`src/shared/flash_defines.svh`:
```
`ifndef FLASH_DEFINES_SVH
`define FLASH_DEFINES_SVH
// Overview of operation
// Hold reset pin at high identification voltage to run temporary unprotect.
// During temporary unprotect, protected groups accept program and erase.
// Removing the high voltage re-protects every previously protected group.
// Write-protect low keeps the two outermost boot sectors protected meanwhile.
// A separate 256-byte secure region holds a permanent serial number.
// Data bit 7 lock indicator: 1 factory locked, 0 customer lockable.
// After the enter sequence, boot-sector reads come from the secure region.
// Secure mode lasts until exit sequence; power-up or hardware reset ends it.
// A factory locked part refuses any change to the secure region.
// Bottom boot: 16-byte serial number at byte 00000h-0000Fh, word 00000h-00007h.
// Top boot: serial number in sector 34 from byte 1FFF0h or word FFF8h.
// Unlock bypass is not available while programming the secure region.
// Lock: enter sequence, then protect using group address pattern 1Ah.
// A protected secure region can never be unprotected or modified.
// After locking, issue the exit sequence before any other array access.
// Query mode entered by 98h to 55h word mode or AAh byte mode.
// Word-mode query reads drive address bits A7 and above to zero.
// Only the reset command leaves query mode; here a hardware reset (OP_HWRST) also clears it.
// Query entered from autoselect returns to autoselect on reset command.
// Query string 0051h 0052h 0059h at word 10h-12h, byte 20h 22h 24h.
// Command set 0002h at 13h, 0000h at 14h, extended table 0040h at 15h.
// Words 17h to 1Ah read 0000h: no alternate command set or table.
// Query entered from array read returns to array read on reset.

`define CLK_NS       10
`define STROBE_NS    70
`define STROBE_CYC   ((`STROBE_NS + `CLK_NS - 1) / `CLK_NS)

`define REG_CTRL     5'h00
`define REG_ADDR     5'h04
`define REG_WDATA    5'h08
`define REG_STATUS   5'h0c
`define REG_RDATA    5'h10

`define CTRL_OP      2:0
`define CTRL_GO      3
`define CTRL_BYTE    4
`define CTRL_HV      5
`define CTRL_WP      6
`define STAT_ERR     4

`define OP_READ      3'h0
`define OP_WRITE     3'h1
`define OP_SEC_IN    3'h2
`define OP_SEC_OUT   3'h3
`define OP_QUERY     3'h4
`define OP_RESET     3'h5
`define OP_LOCK      3'h6
`define OP_HWRST     3'h7

`define UNL1_W       20'h00555
`define UNL2_W       20'h002aa
`define UNL1_B       20'h00aaa
`define UNL2_B       20'h00555
`define QRY_W        20'h00055
`define QRY_B        20'h000aa
`define QRY_MASK     19:7
`define SEC_GROUP    8'h1a
`define CMD_UNL1     16'h00aa
`define CMD_UNL2     16'h0055
`define CMD_SEC_IN   16'h0088
`define CMD_SEC_OUT  16'h0090
`define CMD_SEC_OUT2 16'h0000
`define CMD_QUERY    16'h0098
`define CMD_RESET    16'h00f0
`define CMD_PROG     16'h00a0

`define FL_RST       45'h000000000f6
`define RESP_OK      2'h0
`define RESP_ERR     2'h2
`endif

```
`src/shared/flash_pkg.sv`:
```
package flash_pkg;
   typedef struct packed {
      logic [19:0] addr;
      logic [15:0] dq;
      logic        dq_oe;
      logic        ce_n;
      logic        oe_n;
      logic        we_n;
      logic        reset_n;
      logic        hv_en;
      logic        wp_n;
      logic        byte_n;
      logic        spare;
   } flash_out_t;

   typedef enum logic [1:0] {ST_IDLE, ST_SETUP, ST_STROBE, ST_HOLD} bus_state_t;
endpackage : flash_pkg

```
`src/hdl/flash_mode_ctrl.sv`:
```
// Decided for this implementation: the placing of the registers and the AXI4-Lite register port.
`timescale 1ns/10ps
`include "flash_defines.svh"
module flash_mode_ctrl #(
   parameter int PULSE_C = `STROBE_CYC
) (
   // Clock, reset, enable
   input  wire logic                 aclk,
   input  wire logic                 aresetn,
   input  wire logic                 ce,
   // AXI4-Lite write
   input  wire logic [4:0]           awaddr,
   input  wire logic                 awvalid,
   output logic                      awready,
   input  wire logic [31:0]          wdata,
   input  wire logic [3:0]           wstrb,
   input  wire logic                 wvalid,
   output logic                      wready,
   output logic [1:0]                bresp,
   output logic                      bvalid,
   input  wire logic                 bready,
   // AXI4-Lite read
   input  wire logic [4:0]           araddr,
   input  wire logic                 arvalid,
   output logic                      arready,
   output logic [31:0]               rdata,
   output logic [1:0]                rresp,
   output logic                      rvalid,
   input  wire logic                 rready,
   // Flash pins
   output flash_pkg::flash_out_t     fl,
   input  wire logic [15:0]          dq_in
);

   flash_pkg::bus_state_t st, next_st;
   flash_pkg::flash_out_t next_fl;
   logic [7:0]  cnt, next_cnt;
   logic [1:0]  step, next_step;
   logic [2:0]  op, next_op;
   logic        bm, next_bm, hv, next_hv, wpn, next_wpn;
   logic [19:0] addr_r, next_addr;
   logic [15:0] wdata_r, next_wdata;
   logic [15:0] rd_r, next_rd;
   logic        qry, next_qry, sec, next_sec, pend, next_pend, err, next_err;
   logic        next_awready, next_wready, next_bvalid, next_arready, next_rvalid;
   logic [1:0]  next_bresp, next_rresp;
   logic [31:0] next_rdata;
   logic [15:0] dq_s1, dq_s2;
   logic [36:0] c;
   logic        wr, rd, last, is_cmd, ok_w;
   logic [4:0]  status;

   function automatic logic [36:0] cyc(input logic [2:0] o, input logic [1:0] s, input logic b);
      logic [19:0] u1;
      logic [19:0] u2;
      u1 = b ? `UNL1_B : `UNL1_W;
      u2 = b ? `UNL2_B : `UNL2_W;
      case (o)
         `OP_SEC_IN, `OP_SEC_OUT:
            case (s)
               2'h0: cyc = {1'b0, u1, `CMD_UNL1};
               2'h1: cyc = {1'b0, u2, `CMD_UNL2};
               2'h2: cyc = {o == `OP_SEC_IN, u1, (o == `OP_SEC_IN) ? `CMD_SEC_IN : `CMD_SEC_OUT};
               default: cyc = {1'b1, 20'h00000, `CMD_SEC_OUT2};
            endcase
         `OP_QUERY: cyc = {1'b1, b ? `QRY_B : `QRY_W, `CMD_QUERY};
         default: cyc = {1'b1, 20'h00000, `CMD_RESET};
      endcase
   endfunction : cyc

   assign status = {err, pend, sec, qry, st != flash_pkg::ST_IDLE};

   always_comb
   begin
      next_st = st;
      next_fl = fl;
      next_cnt = cnt;
      next_step = step;
      next_op = op;
      next_bm = bm;
      next_hv = hv;
      next_wpn = wpn;
      next_addr = addr_r;
      next_wdata = wdata_r;
      next_rd = rd_r;
      next_qry = qry;
      next_sec = sec;
      next_pend = pend;
      next_err = err;
      next_bresp = bresp;
      next_bvalid = bvalid && !bready;
      next_rresp = rresp;
      next_rdata = rdata;
      next_rvalid = rvalid && !rready;
      next_awready = !awready && awvalid && wvalid && !bvalid;
      next_wready = !wready && awvalid && wvalid && !bvalid;
      next_arready = !arready && arvalid && !rvalid;
      wr = awready && awvalid && wready && wvalid;
      rd = arready && arvalid;
      ok_w = (wstrb == 4'hf);
      is_cmd = (op == `OP_SEC_IN) || (op == `OP_SEC_OUT) || (op == `OP_QUERY) || (op == `OP_RESET);
      c = cyc(op, step, bm);
      last = is_cmd ? c[36] : 1'b1;

      // Register writes; partial strobes are refused whole
      if (wr)
      begin
         next_bvalid = 1'b1;
         next_bresp = `RESP_OK;
         if (!ok_w)
            next_bresp = `RESP_ERR;
         else if (awaddr == `REG_CTRL)
         begin
            next_bm = wdata[`CTRL_BYTE];
            next_hv = wdata[`CTRL_HV];
            next_wpn = wdata[`CTRL_WP];
            if (st == flash_pkg::ST_IDLE)
               next_op = wdata[`CTRL_OP];
            if (wdata[`CTRL_GO])
            begin
               if (st != flash_pkg::ST_IDLE)
                  next_err = 1'b1;
               else if (pend && (wdata[`CTRL_OP] == `OP_READ || wdata[`CTRL_OP] == `OP_WRITE))
                  next_err = 1'b1;
               else if (!sec && wdata[`CTRL_OP] == `OP_LOCK)
                  next_err = 1'b1;
               else
               begin
                  next_step = 2'h0;
                  next_st = flash_pkg::ST_SETUP;
               end
            end
         end
         else if (awaddr == `REG_ADDR)
            next_addr = wdata[19:0];
         else if (awaddr == `REG_WDATA)
            next_wdata = wdata[15:0];
         else if (awaddr == `REG_STATUS)
         begin
            // A refusal in the same cycle outranks the clear
            if (wdata[`STAT_ERR] && next_err == err)
               next_err = 1'b0;
         end
         else if (awaddr != `REG_RDATA)
            next_bresp = `RESP_ERR;
      end

      if (rd)
      begin
         next_rvalid = 1'b1;
         next_rresp = `RESP_OK;
         case (araddr)
            `REG_CTRL:   next_rdata = {25'h0000000, wpn, hv, bm, 1'b0, op};
            `REG_ADDR:   next_rdata = {12'h000, addr_r};
            `REG_WDATA:  next_rdata = {16'h0000, wdata_r};
            `REG_STATUS: next_rdata = {27'h0000000, status};
            `REG_RDATA:  next_rdata = {16'h0000, rd_r};
            default:
            begin
               next_rdata = 32'h00000000;
               next_rresp = `RESP_ERR;
            end
         endcase
      end

      next_fl.hv_en = hv;
      next_fl.wp_n = wpn;
      next_fl.byte_n = !bm;

      case (st)
         flash_pkg::ST_IDLE:
         begin
            next_fl.ce_n = 1'b1;
            next_fl.dq_oe = 1'b0;
         end
         flash_pkg::ST_SETUP:
         begin
            next_fl.ce_n = (op == `OP_HWRST);
            next_fl.dq_oe = (op != `OP_READ) && (op != `OP_HWRST);
            next_fl.addr = addr_r;
            next_fl.dq = wdata_r;
            if (is_cmd)
            begin
               next_fl.addr = c[35:16];
               next_fl.dq = c[15:0];
            end
            else if (op == `OP_LOCK)
               next_fl.addr = {addr_r[19:8], `SEC_GROUP};
            if (qry && !bm && op == `OP_READ)
               next_fl.addr[`QRY_MASK] = '0;
            next_cnt = 8'(PULSE_C);
            next_st = flash_pkg::ST_STROBE;
         end
         flash_pkg::ST_STROBE:
         begin
            if (cnt == 8'h00)
            begin
               next_fl.we_n = 1'b1;
               next_fl.oe_n = 1'b1;
               next_fl.reset_n = 1'b1;
               if (op == `OP_READ)
                  next_rd = dq_s2;
               next_st = flash_pkg::ST_HOLD;
            end
            else
            begin
               next_cnt = cnt - 8'h01;
               next_fl.oe_n = (op != `OP_READ);
               next_fl.reset_n = (op != `OP_HWRST);
               next_fl.we_n = (op == `OP_READ) || (op == `OP_HWRST);
            end
         end
         flash_pkg::ST_HOLD:
         begin
            next_fl.ce_n = 1'b1;
            next_fl.dq_oe = 1'b0;
            if (last)
            begin
               next_st = flash_pkg::ST_IDLE;
               case (op)
                  `OP_QUERY:   next_qry = 1'b1;
                  `OP_RESET:   next_qry = 1'b0;
                  `OP_SEC_IN:  next_sec = 1'b1;
                  `OP_LOCK:    next_pend = 1'b1;
                  `OP_SEC_OUT:
                  begin
                     next_sec = 1'b0;
                     next_pend = 1'b0;
                  end
                  `OP_HWRST:
                  begin
                     next_sec = 1'b0;
                     next_qry = 1'b0;
                  end
                  default: next_qry = qry;
               endcase
            end
            else
            begin
               next_step = step + 2'h1;
               next_st = flash_pkg::ST_SETUP;
            end
         end
         default: next_st = flash_pkg::ST_IDLE;
      endcase
   end

   // Data pins cross from the flash, so they are synchronised before sampling
   always_ff @(posedge aclk)
   begin
      if (!aresetn)
      begin
         st <= flash_pkg::ST_IDLE;
         fl <= `FL_RST;
         cnt <= '0;
         step <= '0;
         op <= `OP_READ;
         bm <= 1'b0;
         hv <= 1'b0;
         wpn <= 1'b1;
         addr_r <= '0;
         wdata_r <= '0;
         rd_r <= '0;
         qry <= 1'b0;
         sec <= 1'b0;
         pend <= 1'b0;
         err <= 1'b0;
         awready <= 1'b0;
         wready <= 1'b0;
         bvalid <= 1'b0;
         bresp <= `RESP_OK;
         arready <= 1'b0;
         rvalid <= 1'b0;
         rresp <= `RESP_OK;
         rdata <= '0;
         dq_s1 <= '0;
         dq_s2 <= '0;
      end
      else if (ce)
      begin
         st <= next_st;
         fl <= next_fl;
         cnt <= next_cnt;
         step <= next_step;
         op <= next_op;
         bm <= next_bm;
         hv <= next_hv;
         wpn <= next_wpn;
         addr_r <= next_addr;
         wdata_r <= next_wdata;
         rd_r <= next_rd;
         qry <= next_qry;
         sec <= next_sec;
         pend <= next_pend;
         err <= next_err;
         awready <= next_awready;
         wready <= next_wready;
         bvalid <= next_bvalid;
         bresp <= next_bresp;
         arready <= next_arready;
         rvalid <= next_rvalid;
         rresp <= next_rresp;
         rdata <= next_rdata;
         dq_s1 <= dq_in;
         dq_s2 <= dq_s1;
      end
   end
endmodule : flash_mode_ctrl

```
`config.mk`:
```
export PLATFORM = sky130hd
export DESIGN_NAME = flash_mode_ctrl
export DESIGN_NICKNAME = d
export VERILOG_FILES = /design/src/shared/flash_pkg.sv /design/src/hdl/flash_mode_ctrl.sv
export VERILOG_INCLUDE_DIRS = /design/src /design/src/shared
export SDC_FILE = /design/constraint.sdc
export NUM_CORES = 1
export LEC_CHECK = 0
export ABC_CLOCK_PERIOD_IN_PS = 3900
export BUFFER_PORTS_ARGS = -buffer_cell sky130_fd_sc_hd__buf_2
export CAP_MARGIN = 40
export CORE_UTILIZATION = 40
export CTS_BUF_LIST = sky130_fd_sc_hd__clkbuf_4
export DETAILED_ROUTE_END_ITERATION = 10
export PLACE_DENSITY_LB_ADDON = 0.25
export SLEW_MARGIN = 20
export SYNTH_ARGS = -nofsm -noshare
export SYNTH_HDL_FRONTEND = slang
export SYNTH_SLANG_ARGS = --single-unit
```
`constraint.sdc`:
```
create_clock -name aclk -period 3.9 [get_ports aclk]
set_input_delay 0.78 -clock aclk [delete_from_list [all_inputs] [get_ports aclk]]
set_output_delay 0.78 -clock aclk [all_outputs]
set_load 0.01 [all_outputs]
```
==> impl_metrics.yaml, run 1 <==
run_status:
  outcome: "complete, no violations"
pwr:
  finalPower_mw: 3.071
  leakage_nw: 3.472
  vdd_ir_drop_max_v: 0.0002220
  power_frac_seq_pct: 59.9
  internal-power_mw: 2.285
  p_sw_mw: 0.7862
  switching_share_pct: 25.60
  combinationalPowerShare_pct: 5.6
  p_clk_share_pct: 34.5
  power_density_mw_per_mm2: 354.0
synthesis:
  synthCells: 860
  ys_seq_elements: 177
  async_flop_share_pct: 0
  synth_warnings: 0
  synth_area_leaders: "dfxtp_1 46%, mux2i_1 7.1%, a21oi_1 5.2%"
  synth_top_area_share_pct: 46.25
  synth_cell_types: 66
  postSynthAreaPerCell_um2: 8.908
  syn_area_mm2: 0.007661
  synth_top_cell_by_area: "dfxtp_1"
  yosysSeqAreaShare_pct: 46.25
  ys.flop_type: "dfxtp_1"
  synth_edf_count: 0
sta:
  slew_headroom_pct: 46.06
  finalHoldViolCount: 0
  fin_setup_tns_ns: 0
  period_share_pct: 55.74
  tightest_slew_ns: 0.8091
  fin_crit_ns: 2.174
  finalSetupViolCount: 0
  fin_worst_skew_ns: 0.02189
  fmax_ghz: 0.4600
  rsz0062_at_grt: "false"
  report.final.slew_viol_count: 0
detailed_routing:
  wl_per_cell_um: 17.15
  drtPass1Iterations: 7
  via_count: 6592
  drc: 0
  routed_wirelength_mm: 20.62
  viasPerCell: 5.484
  ant_nets: 0
  drt_iter0_drc: 526
global_routing:
  gr-usage-all-layers_pct: 21.14
  antenna_found_initial: 2
  grt-ovfl-total: 0
  grt_pass1_vias: 5922
  grt_pass1_wl_mm: 32.66
  grt_max_degree: 131
place:
  postPlaceCellArea_mm2: 0.008362
  placed_cells: 1167
  port_buffers: 128
  dpl.hpwl_mm: 14.39
  gp_congestion: 0.8872
run:
  maxCapViolCount: 0
finish:
  fin_cells: 1202
  final_common_cell: "dfxtp_1"
  drive_above_1_share_pct: 20.50
  syn_to_final_growth_pct: 13.25
  fin_area_mm2: 0.008676
  nFillCells: 1851
  final_cell_mix: "177 x dfxtp_1, 130 x buf_2, 84 x nor2_1"
  finish.net_count: 1035
worst_setup_path:
  r2r_cells: 5
  start_kind: "flip-flop"
  end_kind: "flip-flop"
  critPathArrivalTime_ns: 2.64
  cp_data_required_time_ns: 4.37
  endpoint: "rd_r[13]$_SDFFE_PN0P_"
  regToRegSetupSlack_ns: 1.73
  critPathLaunch: "op[2]$_SDFFE_PN0P_"
  cp_max_fo: 23
  regToRegStartpoint: "op[2]$_SDFFE_PN0P_"
  path_class: "flip-flop to flip-flop"
  r2r-end: "rd_r[13]$_SDFFE_PN0P_"
die:
  io_pins: 156
  rows: 50
  initial_utilization_pct: 40.82
  dieArea_mm2: 0.01971
  die_x_um: 140.4
  core_mm2: 0.01877
  chipHeight_um: 140.4
cts:
  path_clk_slew_ns: 0.15
  clkLatencyLatePin_ns: 0.58
  post_cts_buffers: 0
  clock_path_buffers: 2
  hold_buffers: 0
  ctsResizeCount: 0
  tritoncts: "yes"
  cts_sinks: 177
  root_buffer: "clkbuf_4"
  cts_max_level: 4
  cts_buffers: 17
hold_path:
  hp-class: "primary input to flip-flop"
-- kinds of logic after synthesis --
| group | Yosys count | share of synthesized area (%) |
|---|---|---|
| AO/OA/AOI/OAI | 242 | 20.01 |
| XOR/XNOR | 7 | 0.8003 |
| other | 1 | 0.04895 |
| flip-flops | 177 | 46.25 |
| AND/OR/NAND/NOR | 272 | 17.83 |
| adder cells (fa/ha/maj) | 11 | 1.796 |
| buffers and inverters | 93 | 5.765 |
| multiplexers | 57 | 7.496 |
-- synthesized netlist by cell type, drive strengths merged (6+ instances only) --
master	number
inv	9
xnor2	6
nand3	61
a31oi	9
dfxtp	177
a222oi	16
o21ai	73
a22oi	13
a211oi	11
mux2i	54
buf	37
ha	11
nor2b	7
nand2	55
a21oi	81
and2	9
nand2b	6
nor3	11
clkbuf	45
nor2	85
-- metal layers --
metal	global-route usage, %	share of wire, %	up-vias	wire (µm)
met5	0	0	-	0
met4	8.155	2.4	0	494
met3	5.231	6.4	34	1328
met2	31.32	43	226	8904
met1	29.43	48	3039	9888
li1	-	-	3293	-
-- worst min path at each step --
stage,cells after the start,end,from
CTS,3,dq_s1[8]$_SDFFE_PN0P_,dq_in[8]
detailed placement,2,rdata[10]$_SDFFE_PN0P_,rdata[10]$_SDFFE_PN0P_
floorplan,2,fl[9]$_SDFFE_PN0P_,wdata_r[0]$_SDFFE_PN0P_
finish,3,dq_s1[6]$_SDFFE_PN0P_,dq_in[6]
global placement,2,fl[23]$_SDFFE_PN0P_,fl[23]$_SDFFE_PN0P_
global route,3,dq_s1[4]$_SDFFE_PN0P_,dq_in[4]
-- layout make-up --
cell class | count | area [µm²] | share of cell area [%]
Inverter | 11 | 42.54 | 0.4903
Clock inverter | 13 | 153.9 | 1.774
Timing Repair Buffer | 143 | 772.0 | 8.898
Multi-Input combinational cell | 604 | 3731 | 43.01
Antenna cell | 2 | 5.005 | 0.05769
Clock buffer | 18 | 135.1 | 1.558
Tap cell | 234 | 292.8 | 3.375
Sequential cell | 177 | 3543 | 40.84
-- power by group through the flow --
stage          combinational, mW  sequential [mW]  clock (mW)
2_1_floorplan              0.111             1.88           0
3_3_place_gp               0.168             1.88           0
3_5_place_dp               0.171             1.88           0
4_1_cts                    0.171             1.84        1.10
5_1_grt                    0.188             1.84        1.17
6_report                   0.171             1.84        1.06
-- critical path, stage by stage, from the launching register on --
cell	delay, ns
dfxtp_1	0.39
buf_4	0.24
nor3_2	0.49
nand4_4	0.54
mux2i_1	0.32
nor2_1	0.06
-- stage by stage --
step | hold slack (ns) | setup WS [ns] | util, %
2_1_floorplan | 0.4439 | 1.914 | -
3_3_place_gp | 0.4371 | 1.199 | 44.43
3_5_place_dp | 0.4368 | 1.190 | 44.55
4_1_cts | 0.3819 | 1.733 | 46.09
5_1_grt | 0.3784 | 1.567 | 46.23
6_report | 0.4208 | 1.726 | 46.23
-- registers in the layout, indices dropped and copies added, names as in the netlist, 2 cells and up --
name     flops
fl          44
addr_r      20
rdata       20
dq_s1       16
dq_s2       16
rd_r        16
wdata_r     16
cnt          8
op           3
st           2
step         2
No activity file was read; power rests on OpenSTA's default activity.
==> run 2: changes to the inputs <==
- ABC_AREA: unset -> 1
- ABC_CLOCK_PERIOD_IN_PS: 3900 -> 2240
- clock period: 3.9 -> 2.24 ns (I/O delays scaled with it)
==> impl_metrics.yaml, run 2 <==
run_status:
  outcome: "complete, no violations"
detailed_routing:
  drc: 0
  viasPerCell: 4.855
  wl_per_cell_um: 14.01
  highest_layer: "met4"
  routed_wirelength_mm: 20.25
  wl_met3_mm: 1.116
  drt_iter0_drc: 458
  via_count: 7016
  wl_met2_mm: 8.929
  wl_met1_mm: 10.04
  drtPass1Iterations: 5
  ant_nets: 0
synthesis:
  synth_top_area_share_pct: 45.53
  synth_commonest_cells: "177 x dfxtp_1, 172 x nor2_1, 170 x nand2_1, 126 x o21ai_0, 102 x a21oi_1"
  synth_top_cell_by_area: "dfxtp_1"
  synth_edf_count: 0
  ys_seq_elements: 177
  postSynthAreaPerCell_um2: 7.349
  synth_warnings: 0
  synthCells: 1059
  yosysSeqAreaShare_pct: 45.53
  syn_area_mm2: 0.007782
  ys.flop_type: "dfxtp_1"
  synth_cell_types: 38
  synth_area_leaders: "dfxtp_1 46%, nor2_1 8.3%, nand2_1 8.2%"
  yosysMostFrequentCell: "dfxtp_1"
  async_flop_share_pct: 0
worst_setup_path:
  crit_buf_inv: 1
  cp_cell_sequence: "inv_1 > ha_1 > nor2_1 > nand2_1 > o211ai_1 > o21ai_1 > a21oi_1 > a21oi_1"
  cp_slowest_cell: "dfxtp_1"
  cp_data_required_time_ns: 2.73
  max_stage_delay_ns: 0.49
  end_kind: "flip-flop"
  critPathArrivalTime_ns: 2.34
  cp_max_fo: 6
  path_class: "flip-flop to flip-flop"
  crit_top_cell: "a21oi_1"
  critPathTopFamily: "compound AO/OA/AOI/OAI gates"
  start_kind: "flip-flop"
cts:
  root_buffer: "clkbuf_4"
  clock_path_buffers: 2
  path_clk_slew_ns: 0.16
  cts_max_level: 4
  cts_buffers: 17
  tritoncts: "yes"
  ctsResizeCount: 0
  clkLatencyLatePin_ns: 0.59
  post_cts_buffers: 0
  cts_sinks: 177
  hold_buffers: 0
finish:
  final_cell_mix: "177 x dfxtp_1, 172 x nor2_1, 170 x nand2_1"
  syn_to_final_growth_pct: 14.81
  reg_top3: "fl (44), addr_r (20), rdata (20)"
  drive_above_1_share_pct: 19.12
  finish.net_count: 1251
  top_register: "fl"
  largest_reg_flops: 44
  final_common_cell: "dfxtp_1"
  fin_area_mm2: 0.008935
pwr:
  finalPower_mw: 5.841
  vdd_ir_drop_max_v: 0.0003175
  power_density_mw_per_mm2: 653.7
  leakage_nw: 3.892
global_routing:
  antenna_found_initial: 3
  grt_pass1_vias: 6317
  grt_pass1_wl_mm: 32.62
  grt-ovfl-total: 0
  gr-usage-all-layers_pct: 20.80
  grt_max_degree: 126
sta:
  fin_crit_ns: 1.850
  rsz0062_at_grt: "false"
  fmax_ghz: 0.5407
  finalHoldViolCount: 0
  period_share_pct: 82.57
  fin_worst_skew_ns: 0.03003
  finalSetupViolCount: 0
  fin_setup_tns_ns: 0
  report.final.slew_viol_count: 0
  tightest_slew_ns: 0.5261
  slew_headroom_pct: 64.66
die:
  dieArea_mm2: 0.02002
  rows: 50
  chipHeight_um: 141.5
  io_pins: 156
  die_x_um: 141.5
  initial_utilization_pct: 41.19
  core_mm2: 0.01889
place:
  dpl.hpwl_mm: 14.77
  gp_congestion: 0.8242
  postPlaceCellArea_mm2: 0.008600
  port_buffers: 128
hold_path:
  hp-class: "primary input to flip-flop"
run:
  maxCapViolCount: 0
run 2: changes by cell type in the layout (fill, tap and decap cells not counted), sizes merged, moves of 8 or more:
cell    change
o21ai      +78
a211oi      -9
nand2     +124
nand3      -16
mux2i      -54
nor2      +109
a222oi     -16
a22oi      -13
a21oi      +21
nand4      +14
and2        -8
inv        +69
run 2: worst register-to-register path, stage by stage (launching register included):
cell	delay, ns
dfxtp_1	0.49
inv_1	0.15
ha_1	0.27
nor2_1	0.14
nand2_1	0.07
o211ai_1	0.13
o21ai_1	0.18
a21oi_1	0.23
a21oi_1	0.10
run 2: per-layer routing:
metal | GRT usage [%] | vias up
li1 | - | 3673
met1 | 28.66 | 3170
met2 | 32.73 | 157
met3 | 4.927 | 16
met4 | 5.150 | 0
met5 | 0 | -
run 2: stage by stage:
step           setup WS, ns  hold slack [ns]  instances  util (%)
4_1_cts              0.4263          0.02055       1442     47.25
2_1_floorplan        0.6471           0.4358       1073         -
5_1_grt              0.2104          0.01493       1444     47.28
3_3_place_gp         0.3298           0.4443       1411     45.52
6_report             0.3905          0.06948       1445     47.29
3_5_place_dp         0.3106           0.4508       1411     45.52
run 2: cells by family after synthesis:
family | share of synthesized area (%)
simple gates | 25.95
flops | 45.53
xor+xnor | 0.2251
compound gates | 18.02
fa+ha+maj | 1.768
buf+inv | 8.457
other cells | 0.04819
run 2: worst paths after layout:
kind                                               from                      to  slack (ns)  cells past startpoint
worst min register to register  addr_r[14]$_SDFFE_PN0P_     fl[39]$_SDFFE_PN0P_        0.46                      2
worst min-delay path                          dq_in[13]  dq_s1[13]$_SDFFE_PN0P_        0.07                      3
worst max register to register     step[0]$_SDFFE_PN0P_     fl[31]$_SDFFE_PN0P_        0.39                      8
worst max-delay path               step[0]$_SDFFE_PN0P_     fl[31]$_SDFFE_PN0P_        0.39                      8
run 2: cell type report:
cell class	count	area, µm²
Fill cell	1968	9958
Multi-Input combinational cell	750	3633
Sequential cell	177	3543
Timing Repair Buffer	147	808.3
Tap cell	260	325.3
Inverter	77	289.0
Clock inverter	14	200.2
Clock buffer	17	127.6
Antenna cell	3	7.507
run 2: power breakdown:
group / switching [mW] / internal, mW / total [mW] / leakage (nW)
clock: 1.17 / 0.901 / 2.07 / 0.173
sequential: 0.0448 / 3.23 / 3.27 / 1.44
combinational: 0.323 / 0.174 / 0.497 / 2.28
total: 1.54 / 4.30 / 5.84 / 3.89
